### config.mk
export PLATFORM = sky130hd
export DESIGN_NAME = eeprom_timing_irq_protect_ctrl
export DESIGN_NICKNAME = d
export VERILOG_FILES = /design/src/eeprom_ctrl_pkg.sv /design/src/eeprom_timebase.sv /design/src/eeprom_protect_check.sv /design/src/eeprom_timing_irq_protect_ctrl.sv
export SDC_FILE = /design/constraint.sdc
export NUM_CORES = 1
export LEC_CHECK = 0
export BUFFER_PORTS_ARGS = -buffer_cell sky130_fd_sc_hd__buf_2
export CORE_UTILIZATION = 43
export CTS_CLUSTER_SIZE = 12
export DETAILED_ROUTE_END_ITERATION = 6
export HOLD_SLACK_MARGIN = 0.03
export PLACE_DENSITY = 0.76
export SLEW_MARGIN = 15
export SYNTH_ARGS = -nofsm -noshare
export SYNTH_HDL_FRONTEND = slang
export SYNTH_SLANG_ARGS = --single-unit
### constraint.sdc
create_clock -name clk_i -period 2.25 [get_ports clk_i]
set_input_delay 0.225 -clock clk_i [delete_from_list [all_inputs] [get_ports clk_i]]
set_output_delay 0.225 -clock clk_i [all_outputs]
set_load 0.02 [all_outputs]
### src/eeprom_ctrl_pkg.sv
package eeprom_ctrl_pkg;

    // ************************************************************
    // Register indices (byte address is four times the index)
    // ************************************************************
    localparam logic [2:0] IDX_CLOCK_DIVIDER = 3'h0;
    localparam logic [2:0] IDX_FACTORY_TEST_A = 3'h1;
    localparam logic [2:0] IDX_FACTORY_TEST_B = 3'h2;
    localparam logic [2:0] IDX_INTERRUPT_CONFIG = 3'h3;
    localparam logic [2:0] IDX_PROTECTION_CONFIG = 3'h4;
    localparam logic [2:0] IDX_STATUS_REGISTER = 3'h5;
    localparam int ADDR_LSB = 2;
    localparam int IDX_W = 3;

    // ************************************************************
    // Field positions
    // ************************************************************
    localparam int DIV_LOADED_BIT = 7;
    localparam int DIV_PRESCALE_BIT = 6;
    localparam int DIV_VALUE_W = 6;
    localparam int IRQ_BUF_EMPTY_BIT = 7;
    localparam int IRQ_ALL_DONE_BIT = 6;
    localparam int PROT_OPEN_BIT = 7;
    localparam int PROT_USER_HI = 6;
    localparam int PROT_USER_LO = 4;
    localparam int PROT_RANGE_DIS_BIT = 3;
    localparam int PROT_SIZE_W = 3;
    localparam int STAT_BUF_EMPTY_BIT = 7;
    localparam int STAT_ALL_DONE_BIT = 6;
    localparam int STAT_VIOL_BIT = 5;

    // ************************************************************
    // Array geometry and timing
    // ************************************************************
    localparam int ARRAY_ADDR_W = 11;
    localparam int SECTOR_UNIT_LSB = 6;
    localparam logic [4:0] TOP_UNIT = 5'h1F;
    localparam logic [2:0] PRESCALE_LAST = 3'h7;
    localparam logic [7:0] BYTE_ZERO = 8'h00;
    localparam logic BUF_EMPTY_RESET = 1'b1;
    localparam logic ALL_DONE_RESET = 1'b1;

endpackage

### src/eeprom_timebase.sv
`timescale 1ns/1ps
`default_nettype none
module eeprom_timebase #(
    parameter int DIV_W = 6
) (
    input wire logic clk_i,
    input wire logic rst_n_i,
    input wire logic run_i,
    input wire logic prescale_i,
    input wire logic [DIV_W-1:0] divide_i,
    output logic tick_o
);
    typedef struct packed {
        logic [2:0] pre;
        logic [DIV_W-1:0] cnt;
        logic tick;
    } tb_state_t;

    tb_state_t st_r;
    tb_state_t st_nxt;
    logic pre_done;

    // ************************************************************
    // Prescaler then divider, ratio up to 8 x 64
    // ************************************************************
    always_comb
    begin
        st_nxt = st_r;
        st_nxt.tick = 1'b0;
        pre_done = !prescale_i || (st_r.pre == eeprom_ctrl_pkg::PRESCALE_LAST);
        if (!run_i)
        begin
            st_nxt.pre = '0;
            st_nxt.cnt = '0;
        end
        else
        begin
            st_nxt.pre = pre_done ? 3'h0 : 3'(st_r.pre + 3'h1);
            if (pre_done)
            begin
                if (st_r.cnt == divide_i)
                begin
                    st_nxt.cnt = '0;
                    st_nxt.tick = 1'b1;
                end
                else
                begin
                    st_nxt.cnt = DIV_W'(st_r.cnt + 1'b1);
                end
            end
        end
    end

    // State register
    always_ff @(posedge clk_i)
    begin
        if (!rst_n_i)
            st_r <= '0;
        else
            st_r <= st_nxt;
    end

    assign tick_o = st_r.tick;
endmodule
`default_nettype wire

### src/eeprom_protect_check.sv
`timescale 1ns/1ps
`default_nettype none
module eeprom_protect_check #(
    parameter int AW = 11
) (
    input wire logic [AW-1:0] addr_i,
    input wire logic global_open_i,
    input wire logic range_disable_i,
    input wire logic [2:0] size_code_i,
    output logic addr_protected_o,
    output logic mass_allowed_o
);
    logic [4:0] low_unit;
    logic in_top;

    // ************************************************************
    // Top sector from 64-byte unit (31 - code) up to 0x07FF
    // ************************************************************
    always_comb
    begin
        low_unit = eeprom_ctrl_pkg::TOP_UNIT - {2'b00, size_code_i};
        in_top = (addr_i[AW-1:eeprom_ctrl_pkg::SECTOR_UNIT_LSB] >= low_unit);
        addr_protected_o = !global_open_i || (!range_disable_i && in_top);
        mass_allowed_o = global_open_i && range_disable_i;
    end
endmodule
`default_nettype wire

### src/eeprom_timing_irq_protect_ctrl.sv
`timescale 1ns/1ps
`default_nettype none
module eeprom_timing_irq_protect_ctrl #(
    parameter int DIV_W = 6,
    parameter int AW = 11
) (
    input wire logic clk_i,
    input wire logic rst_n_i,
    // Wishbone classic slave
    input wire logic wb_cyc_i,
    input wire logic wb_stb_i,
    input wire logic wb_we_i,
    input wire logic [7:0] wb_adr_i,
    input wire logic [3:0] wb_sel_i,
    input wire logic [31:0] wb_dat_i,
    output logic [31:0] wb_dat_o,
    output logic wb_ack_o,
    // Protection byte from the array, sampled during reset
    input wire logic [7:0] prot_byte_i,
    // Sequencer side
    input wire logic cmd_req_i,
    input wire logic cmd_mass_i,
    input wire logic [AW-1:0] cmd_addr_i,
    input wire logic buf_empty_set_i,
    input wire logic all_done_set_i,
    output logic cmd_accept_o,
    output logic cmd_refuse_o,
    output logic timebase_tick_o,
    output logic irq_o
);

    // ************************************************************
    // Block state
    // ************************************************************
    typedef struct packed {
        logic ack;
        logic [7:0] rdata;
        logic div_loaded;
        logic prescale_by_eight;
        logic [DIV_W-1:0] divide_value;
        logic buffer_empty_irq_enable;
        logic all_done_irq_enable;
        logic global_open;
        logic [2:0] user_persistent_flags;
        logic range_protect_disable;
        logic [2:0] protected_size_code;
        logic buffer_empty_flag;
        logic all_done_flag;
        logic protection_violation_flag;
        logic accept;
        logic refuse;
    } ctrl_state_t;

    ctrl_state_t st_r;
    ctrl_state_t st_nxt;

    logic [eeprom_ctrl_pkg::IDX_W-1:0] reg_idx;
    logic idx_mapped;
    logic req;
    logic wr_fire;
    logic wr_lane;
    logic [7:0] wbyte;
    logic [7:0] rd_byte;
    logic addr_protected;
    logic mass_allowed;
    logic buf_clear;
    logic viol_clear;

    // ************************************************************
    // Bus decode
    // ************************************************************
    // Only the low byte lane carries register data
    assign req = wb_cyc_i && wb_stb_i;
    assign reg_idx = wb_adr_i[eeprom_ctrl_pkg::ADDR_LSB +: eeprom_ctrl_pkg::IDX_W];
    assign idx_mapped = (wb_adr_i[eeprom_ctrl_pkg::ADDR_LSB-1:0] == 2'b00);
    // Writes without the low lane are acked but change nothing
    assign wr_lane = wb_sel_i[0];
    assign wbyte = wb_dat_i[7:0];
    // Write lands at the edge where ack is seen high
    assign wr_fire = req && wb_we_i && st_r.ack && wr_lane && idx_mapped;

    // ************************************************************
    // Timebase and protection compare
    // ************************************************************
    // Divider stays idle until software has loaded it once
    eeprom_timebase #(
        .DIV_W(DIV_W)
    ) u_timebase (
        .clk_i(clk_i),
        .rst_n_i(rst_n_i),
        .run_i(st_r.div_loaded),
        .prescale_i(st_r.prescale_by_eight),
        .divide_i(st_r.divide_value),
        .tick_o(timebase_tick_o)
    );

    // Pure compare; decision is registered below
    eeprom_protect_check #(
        .AW(AW)
    ) u_protect (
        .addr_i(cmd_addr_i),
        .global_open_i(st_r.global_open),
        .range_disable_i(st_r.range_protect_disable),
        .size_code_i(st_r.protected_size_code),
        .addr_protected_o(addr_protected),
        .mass_allowed_o(mass_allowed)
    );

    // ************************************************************
    // Read multiplexer
    // ************************************************************
    // Unmapped and factory indices answer zero
    always_comb
    begin
        rd_byte = eeprom_ctrl_pkg::BYTE_ZERO;
        if (idx_mapped)
        begin
            case (reg_idx)
                eeprom_ctrl_pkg::IDX_CLOCK_DIVIDER:
                begin
                    rd_byte[eeprom_ctrl_pkg::DIV_LOADED_BIT] = st_r.div_loaded;
                    rd_byte[eeprom_ctrl_pkg::DIV_PRESCALE_BIT] = st_r.prescale_by_eight;
                    rd_byte[DIV_W-1:0] = st_r.divide_value;
                end
                eeprom_ctrl_pkg::IDX_FACTORY_TEST_A:
                begin
                    rd_byte = eeprom_ctrl_pkg::BYTE_ZERO;
                end
                eeprom_ctrl_pkg::IDX_FACTORY_TEST_B:
                begin
                    rd_byte = eeprom_ctrl_pkg::BYTE_ZERO;
                end
                eeprom_ctrl_pkg::IDX_INTERRUPT_CONFIG:
                begin
                    rd_byte[eeprom_ctrl_pkg::IRQ_BUF_EMPTY_BIT] = st_r.buffer_empty_irq_enable;
                    rd_byte[eeprom_ctrl_pkg::IRQ_ALL_DONE_BIT] = st_r.all_done_irq_enable;
                end
                eeprom_ctrl_pkg::IDX_PROTECTION_CONFIG:
                begin
                    rd_byte[eeprom_ctrl_pkg::PROT_OPEN_BIT] = st_r.global_open;
                    rd_byte[eeprom_ctrl_pkg::PROT_USER_HI:eeprom_ctrl_pkg::PROT_USER_LO] =
                        st_r.user_persistent_flags;
                    rd_byte[eeprom_ctrl_pkg::PROT_RANGE_DIS_BIT] = st_r.range_protect_disable;
                    rd_byte[eeprom_ctrl_pkg::PROT_SIZE_W-1:0] = st_r.protected_size_code;
                end
                eeprom_ctrl_pkg::IDX_STATUS_REGISTER:
                begin
                    // Status bits 4:0 are not implemented and read zero
                    rd_byte[eeprom_ctrl_pkg::STAT_BUF_EMPTY_BIT] = st_r.buffer_empty_flag;
                    rd_byte[eeprom_ctrl_pkg::STAT_ALL_DONE_BIT] = st_r.all_done_flag;
                    rd_byte[eeprom_ctrl_pkg::STAT_VIOL_BIT] = st_r.protection_violation_flag;
                end
                default:
                begin
                    rd_byte = eeprom_ctrl_pkg::BYTE_ZERO;
                end
            endcase
        end
    end

    // ************************************************************
    // Software clears of status flags
    // ************************************************************
    // Write-one-to-clear; writing zero leaves the flag alone
    always_comb
    begin
        buf_clear = 1'b0;
        viol_clear = 1'b0;
        if (wr_fire && (reg_idx == eeprom_ctrl_pkg::IDX_STATUS_REGISTER))
        begin
            buf_clear = wbyte[eeprom_ctrl_pkg::STAT_BUF_EMPTY_BIT];
            viol_clear = wbyte[eeprom_ctrl_pkg::STAT_VIOL_BIT];
        end
    end

    // A clear that loses to a same-cycle set is no clear at all
    logic buf_cleared;
    assign buf_cleared = buf_clear && !buf_empty_set_i;

    // ************************************************************
    // Launch decision
    // ************************************************************
    // Split out so the flag update below reads as set-wins-over-clear
    logic cmd_blocked;
    logic cmd_violates;
    logic viol_raise;

    // A standing violation refuses every launch and leaves the flag as it is
    assign cmd_blocked = st_r.protection_violation_flag;
    // Mass erase has its own gate; single targets use the address compare
    assign cmd_violates = cmd_mass_i ? !mass_allowed : addr_protected;
    // Only a fresh violation sets the flag
    assign viol_raise = cmd_req_i && !cmd_blocked && cmd_violates;

    // ************************************************************
    // Next-state logic
    // ************************************************************
    always_comb
    begin
        st_nxt = st_r;
        // Answers are one-cycle pulses unless raised again below
        st_nxt.accept = 1'b0;
        st_nxt.refuse = 1'b0;

        // Ack for one cycle, then drop even if strobe is still high
        st_nxt.ack = req && !st_r.ack;
        // Read data is caught with the request and stands through the ack cycle
        if (req && !st_r.ack)
            st_nxt.rdata = rd_byte;

        // Register writes
        if (wr_fire)
        begin
            case (reg_idx)
                eeprom_ctrl_pkg::IDX_CLOCK_DIVIDER:
                begin
                    // Write-once: later writes cannot retime a running erase
                    if (!st_r.div_loaded)
                    begin
                        st_nxt.div_loaded = 1'b1;
                        st_nxt.prescale_by_eight = wbyte[eeprom_ctrl_pkg::DIV_PRESCALE_BIT];
                        st_nxt.divide_value = wbyte[DIV_W-1:0];
                    end
                end
                eeprom_ctrl_pkg::IDX_INTERRUPT_CONFIG:
                begin
                    st_nxt.buffer_empty_irq_enable = wbyte[eeprom_ctrl_pkg::IRQ_BUF_EMPTY_BIT];
                    st_nxt.all_done_irq_enable = wbyte[eeprom_ctrl_pkg::IRQ_ALL_DONE_BIT];
                end
                eeprom_ctrl_pkg::IDX_PROTECTION_CONFIG:
                begin
                    // Protection can only be tightened until the next reset
                    st_nxt.global_open = st_r.global_open &&
                        wbyte[eeprom_ctrl_pkg::PROT_OPEN_BIT];
                    st_nxt.range_protect_disable = st_r.range_protect_disable &&
                        wbyte[eeprom_ctrl_pkg::PROT_RANGE_DIS_BIT];
                    // Size uses the pre-write disable bit, so one write may do both
                    if (st_r.range_protect_disable)
                        st_nxt.protected_size_code = wbyte[eeprom_ctrl_pkg::PROT_SIZE_W-1:0];
                end
                default:
                begin
                    // Factory and unmapped indices swallow writes
                    st_nxt.rdata = st_nxt.rdata;
                end
            endcase
        end

        // Buffer-empty flag: hardware set wins over software clear
        if (buf_empty_set_i)
            st_nxt.buffer_empty_flag = 1'b1;
        else if (buf_clear)
            st_nxt.buffer_empty_flag = 1'b0;

        // All-done flag follows the buffer-empty clear
        if (all_done_set_i)
            st_nxt.all_done_flag = 1'b1;
        else if (buf_cleared)
            st_nxt.all_done_flag = 1'b0;

        // Command launch check
        if (cmd_req_i)
        begin
            if (cmd_blocked)
            begin
                st_nxt.refuse = 1'b1;
            end
            else if (cmd_violates)
            begin
                st_nxt.refuse = 1'b1;
                st_nxt.protection_violation_flag = 1'b1;
            end
            else
            begin
                st_nxt.accept = 1'b1;
            end
        end

        // Clear applies only when no violation is raised this cycle
        if (viol_clear && !viol_raise)
            st_nxt.protection_violation_flag = 1'b0;
    end

    // ************************************************************
    // State register
    // ************************************************************
    // Synchronous reset, so the array byte may be captured here
    always_ff @(posedge clk_i)
    begin
        if (!rst_n_i)
        begin
            st_r <= '0;
            // Buffer starts empty and nothing is pending
            st_r.buffer_empty_flag <= eeprom_ctrl_pkg::BUF_EMPTY_RESET;
            st_r.all_done_flag <= eeprom_ctrl_pkg::ALL_DONE_RESET;
            // Protection comes from the array byte, sampled on every reset edge
            st_r.global_open <= prot_byte_i[eeprom_ctrl_pkg::PROT_OPEN_BIT];
            st_r.user_persistent_flags <=
                prot_byte_i[eeprom_ctrl_pkg::PROT_USER_HI:eeprom_ctrl_pkg::PROT_USER_LO];
            st_r.range_protect_disable <= prot_byte_i[eeprom_ctrl_pkg::PROT_RANGE_DIS_BIT];
            st_r.protected_size_code <= prot_byte_i[eeprom_ctrl_pkg::PROT_SIZE_W-1:0];
        end
        else
        begin
            st_r <= st_nxt;
        end
    end

    // ************************************************************
    // Outputs
    // ************************************************************
    assign wb_ack_o = st_r.ack;
    // Upper byte lanes are not implemented and read zero
    assign wb_dat_o = {24'h000000, st_r.rdata};
    // Command answers come straight from flops
    assign cmd_accept_o = st_r.accept;
    assign cmd_refuse_o = st_r.refuse;

    // ************************************************************
    // Interrupt request
    // ************************************************************
    // One source per flag and enable pair; buffer-empty is bit 0
    localparam int IRQ_SRC_N = 2;
    logic [IRQ_SRC_N-1:0] irq_flag;
    logic [IRQ_SRC_N-1:0] irq_enable;
    logic [IRQ_SRC_N-1:0] irq_hit;

    // Adding a source means widening the count and both vectors
    assign irq_flag = {st_r.all_done_flag, st_r.buffer_empty_flag};
    assign irq_enable = {st_r.all_done_irq_enable, st_r.buffer_empty_irq_enable};

    // Level per source with no latch, so a cleared flag drops the request at once
    generate
        for (genvar s = 0; s < IRQ_SRC_N; s++)
        begin : g_irq_src
            assign irq_hit[s] = irq_flag[s] && irq_enable[s];
        end
    endgenerate

    assign irq_o = |irq_hit;

endmodule
`default_nettype wire

==> results.toml, run 1 <==
[hold_path]
min-delay-start = "prot_byte_i[4]"
holdPathStages = 1
hold_path.class = "in2reg"

[clock_tree]
cts_hold_buf = 0
clk_pin_slew_ns = 0.08
cts_setup_buffers = 0
tritoncts = "done"
ctsResizeCount = 0
cts_made_buffers = 5
insertion_delay_ns = 0.30
htree_levels = 2
clock-sinks = 42
root_buffer = "clkbuf_8"
clk_path_buf_depth = 2

[pwr]
seq_power_share_pct = 47.6
p_int_w = 0.00129
leakagePower_nw = 1.10
ir_drop_mv = 0.365
swShare_pct = 22.8
pwr-share-comb_pct = 9.6
p_sw_w = 0.000380
clkPwrFrac_pct = 42.8
powerDensity_nw_per_um2 = 670

[critical_path]
r2r_cells = 3
crit_start = "wb_ack_o"
worstSetupStartpointType = "register"
cp-endpoint = "st_r[5]"
cp_max_fo = 4
rr_endpoint = "st_r[5]"
required_ns = 2.22
cp-end-kind = "register"
arrival_ns = 1.87
rrSetupSlack_ns = 0.35
reg2reg_from = "wb_ack_o"
criticalPathCategory = "reg2reg"

[yosys]
yosysWarnings = 0
syn_area_um2 = 2210
synth_edf_count = 8
synthFlopType = "dfxtp_1"
ys_seq_area_share_pct = 41.7
synthDistinctLibCells = 42
ys_ff_latch = 42
synth_cells = 225
yosys.area.top_type = "dfxtp_1"
yosysTopAreaCellShare_pct = 30.8
synth_area_per_cell_um2 = 9.81
synth_area_leaders = "dfxtp_1, buf_4, edfxtp_1"
yosys-top-cells-count = "buf_4, dfxtp_1, nor2_1, mux2i_1, xor2_1"
async_reset_ff_share_pct = 0

[timing]
fmax_mhz = 525
hold_violations = 0
fin_tns_setup_ns = 0
rsz0062_at_grt = "no"
fin_crit_sh_pct = 84.6
period_needed_ns = 1.90
final-setup-viol-count = 0
slew_headroom_pct = 55.7
finalMaxSlewViolations = 0
max_slew.worst_pin.slew_ns = 0.660
hold_ws_ns = 0.0968
fin_skew_ns = 0.00532

[final_layout]
diodes = 0
fillers = 450
nets = 343
syn_to_final_growth_pct = 12.6
drive_above_1_share_pct = 27.4

[global_route]
grt_usage_pct = 16.4
grt_max_degree = 23
grt-ovfl-total = 0
grt_pass1_vias = 1439
antenna_found_initial = 0
grt_pass1_wl_mm = 6.56

[placement]
gp_congestion = 0.861
dp_hpwl_mm = 3.20
port_buffers = 48

[die]
die_y_um = 73.6
core-area_um2 = 4820
die_x_um = 73.6
boundaryPins = 109
initial_utilization_pct = 45.8
dieArea_um2 = 5420
rows = 25

[detailed_routing]
antenna_left = 0
drt-initial-drc-count = 85
drc = 0
drtPass1Iterations = 4
routed_wirelength_mm = 4.17
via_count = 1633
avgViaCountPerCell = 4.90
avgRoutedWirePerCell_um = 12.5

[run]
maxCapViolCount = 0

[outcome]
status = "finished clean"
## power groups by stage
stage | sequential, W | clock, W | combinational, W
2_1_floorplan | 0.000810 | 0 | 0.000137
3_3_place_gp | 0.000810 | 0 | 0.000158
3_5_place_dp | 0.000810 | 0 | 0.000159
4_1_cts | 0.000793 | 0.000727 | 0.000160
5_1_grt | 0.000795 | 0.000758 | 0.000177
6_report | 0.000793 | 0.000714 | 0.000160
## registers in the layout, indices dropped and copies added (netlist names)
| name | cells |
|---|---|
| cmd_accept_o | 1 |
| cmd_blocked | 1 |
| cmd_refuse_o | 1 |
| irq_enable | 2 |
| irq_flag | 2 |
| st_nxt | 3 |
| st_r | 13 |
| u_timebase.st_r | 9 |
| u_timebase.tick_o | 1 |
| wb_ack_o | 1 |
| wb_dat_o | 8 |
## how the worst min path moves through the flow
stage | slack [ns] | to
after floorplan | 0.32 | irq_flag[0]
after global placement | 0.41 | st_nxt[9]
after detailed placement | 0.41 | st_nxt[9]
after CTS | 0.09 | st_nxt[9]
after global routing | 0.09 | st_nxt[9]
final | 0.1 | st_nxt[9]
## placed cells by master, fill, tap and decap left out, types with 2 or more instances in the layout
master and n:
buf_2 48, dfxtp_1 34, nor2_1 29, conb_1 24
xor2_1 10, mux2i_1 10, nand2_1 9, mux2_2 9
inv_1 8, a22oi_1 8, edfxtp_1 8, o21ai_0 7
ha_1 6, clkbuf_8 5, nand3_1 4, a22o_1 3
nand3b_1 3, nand4_1 3, nor3_1 3, o2bb2ai_1 2
nor4b_1 2, nor4_1 2, a211o_1 2, nor2b_1 2
a21oi_1 2, and3_1 2, and2_1 2, bufinv_16 2
buf_4 2
## stage by stage
step	std cells	util, %	cell area, um2	setup WS [ns]	total power, W
after CTS	333	51.6	2480	0.346	0.00168
after global placement	325	48.7	2350	0.249	0.000968
final	333	51.6	2480	0.346	0.00167
after detailed placement	325	48.7	2350	0.250	0.000969
after global routing	333	51.6	2480	0.278	0.00173
after floorplan	248	-	2290	0.375	0.000948
## area by class of cell
class                      instances  area (um2)  share of cell area (%)
tap                               67        83.8                    3.37
inverter                           8        30.0                    1.21
clock buffer                       5        68.8                    2.77
sequential                        42         921                    37.1
timing repair buffer              50         255                    10.3
multi-input combinational        158        1060                    42.5
clock inverter                     3        68.8                    2.77
## per-layer routing
metal	track usage (%)	vias to the layer above	share of wire [%]
li1	-	808	-
met1	20.8	769	46
met2	26.8	49	47
met3	3.16	7	4.7
met4	7.69	0	1.8
met5	0	-	0
## critical path, cell delays in order, from the launching register on
cell and delay (ns):
dfxtp_1 0.35, nand3_1 0.21, or4_2 0.65, o21ai_0 0.36
## logic make-up (layout without fill, tap and decap cells)
family	Yosys count	count (layout)	share of synthesized area [%]
other	1	24	0.170
adders and majority gates	6	6	3.40
muxes	19	19	9.13
xor gates and xnor gates	11	11	4.36
buffers and inverters	48	66	14.3
and+or+nand+nor	68	68	17.1
AOI/OAI and AO/OA	30	30	9.86
DFF	42	42	41.7
Power figures use the tool's default switching activity.
==> run 2, diff against run 1 <==
==> constraint.sdc (replaced) <==
create_clock -name clk_i -period 1.9 [get_ports clk_i]
set_input_delay 0.19 -clock clk_i [delete_from_list [all_inputs] [get_ports clk_i]]
set_output_delay 0.19 -clock clk_i [all_outputs]
set_load 0.02 [all_outputs]
==> run 2 against run 1 <==
  * Hold slack lost 0.038 ns
  * Clock-buffer cell count is the same
  * Worst setup slack lost 0.12 ns
  * Largest cell class unchanged
  * Critical path type unchanged
  * Clock power shrank 21%
  * Combinational power grew 23%
  * Via count shrank 0.37%
  * Flip-flop and latch count is the same
  * Global-route usage grew 0.27 points
==> results.toml, run 2 (same netlist as run 1, synthesis figures left out) <==
[hold_path]
worstHoldEndpoint = "st_nxt[9]"
min-delay-start = "prot_byte_i[4]"
hold_path.class = "in2reg"
holdPathStages = 1

[outcome]
status = "finished clean"

[clock_tree]
tritoncts = "done"
clock-sinks = 42
htree_levels = 2
cts_made_buffers = 5
clk_pin_slew_ns = 0.08
ctsResizeCount = 0
cts_hold_buf = 0
root_buffer = "clkbuf_8"
cts_setup_buffers = 0
insertion_delay_ns = 0.30
clk_path_buf_depth = 2

[timing]
finalMaxSlewViolations = 0
fin_skew_ns = 0.00990
rsz0062_at_grt = "no"
hold_ws_ns = 0.0591
final-setup-viol-count = 0
period_needed_ns = 1.68
fin_crit_sh_pct = 88.3
fmax_mhz = 596
hold_violations = 0
fin_tns_setup_ns = 0

[critical_path]
worstSetupStartpointType = "register"
rr_endpoint = "st_r[12]"
cp_max_fo = 3
reg2reg_from = "wb_ack_o"
r2r_cells = 3
required_ns = 1.88
cp-end-kind = "register"
criticalPathCategory = "reg2reg"
rrSetupSlack_ns = 0.22
arrival_ns = 1.65

[placement]
dpl.cell_count = 332
port_buffers = 48
gp_congestion = 0.842
dp_hpwl_mm = 3.27

[detailed_routing]
antenna_left = 0
routed_wirelength_mm = 4.23
drtPass1Iterations = 4
via_count = 1627
avgViaCountPerCell = 4.79
avgRoutedWirePerCell_um = 12.4
drc = 0
drt-initial-drc-count = 52

[global_route]
grt_pass1_wl_mm = 6.64
grt_usage_pct = 16.7
antenna_found_initial = 0
grt_max_degree = 23
grt_pass1_vias = 1469
grt-ovfl-total = 0

[die]
die_y_um = 73.6
initial_utilization_pct = 45.8
boundaryPins = 109
die_x_um = 73.6
core-area_um2 = 4820
rows = 25
dieArea_um2 = 5420

[final_layout]
syn_to_final_growth_pct = 12.6
most-common-layout-cells = "buf_2, dfxtp_1, nor2_1"
nets = 350
fin_cells = 340
largest_register = "st_r"
final_common_cell = "buf_2"
drive_above_1_share_pct = 28.9
diodes = 0
largest_reg_flops = 13

[pwr]
leakagePower_nw = 1.11
powerDensity_nw_per_um2 = 685
ir_drop_mv = 0.307

[run]
maxCapViolCount = 0
run 2: changes by cell type in the layout (fill, tap and decap cells not counted), sizes merged:
cell,delta
buf,+7
bufinv,-2
clkinv,+1
clkinvlp,+1
run 2: routing by layer:
layer / GRT usage [%] / part of all wire (%)
met1: 20.1 / 47
met2: 27.3 / 46
met3: 5.49 / 5.0
met4: 6.62 / 2.0
met5: 0 / 0
run 2: power breakdown:
| part | switching (W) | internal, W |
|---|---|---|
| clock | 0.000313 | 0.000252 |
| combinational | 0.000124 | 0.0000736 |
| sequential | 0.0000107 | 0.000929 |
run 2: final cells by class:
| cell class | count | area (um2) |
|---|---|---|
| inverters | 8 | 30.0 |
| multi-input cells | 158 | 1060 |
| clock inverters | 3 | 16.3 |
| repair buffers | 57 | 308 |
| well taps | 67 | 83.8 |
| flip-flops and latches | 42 | 921 |
| fillers | 456 | 2330 |
| clock buffers | 5 | 68.8 |
run 2: worst max path at each step:
stage               end  cells after the start  slack, ns   startpoint
2_1_floorplan   st_r[5]                      3       0.02     wb_ack_o
3_3_place_gp    st_r[5]                      5       0.08  wb_adr_i[0]
3_5_place_dp    st_r[8]                      4       0.07  wb_adr_i[0]
4_1_cts        st_r[12]                      3       0.22     wb_ack_o
5_1_grt         st_r[7]                      4       0.18     wb_ack_o
6_report       st_r[12]                      3       0.22     wb_ack_o
run 2: metrics by stage:
stage / setup WS (ns) / total power [W] / util [%] / area (um2)
after floorplan: 0.0250 / 0.00112 / - / 2290
after global placement: 0.0793 / 0.00115 / 49.8 / 2400
after detailed placement: 0.0663 / 0.00116 / 49.8 / 2400
after CTS: 0.220 / 0.00172 / 51.6 / 2480
after global routing: 0.176 / 0.00177 / 51.6 / 2480
final: 0.221 / 0.00170 / 51.6 / 2480
run 2: critical path, cell delays in order, from the launching register on:
cell,delay (ns)
dfxtp_1,0.35
nand3_1,0.12
or4_2,0.59
o21ai_0,0.30
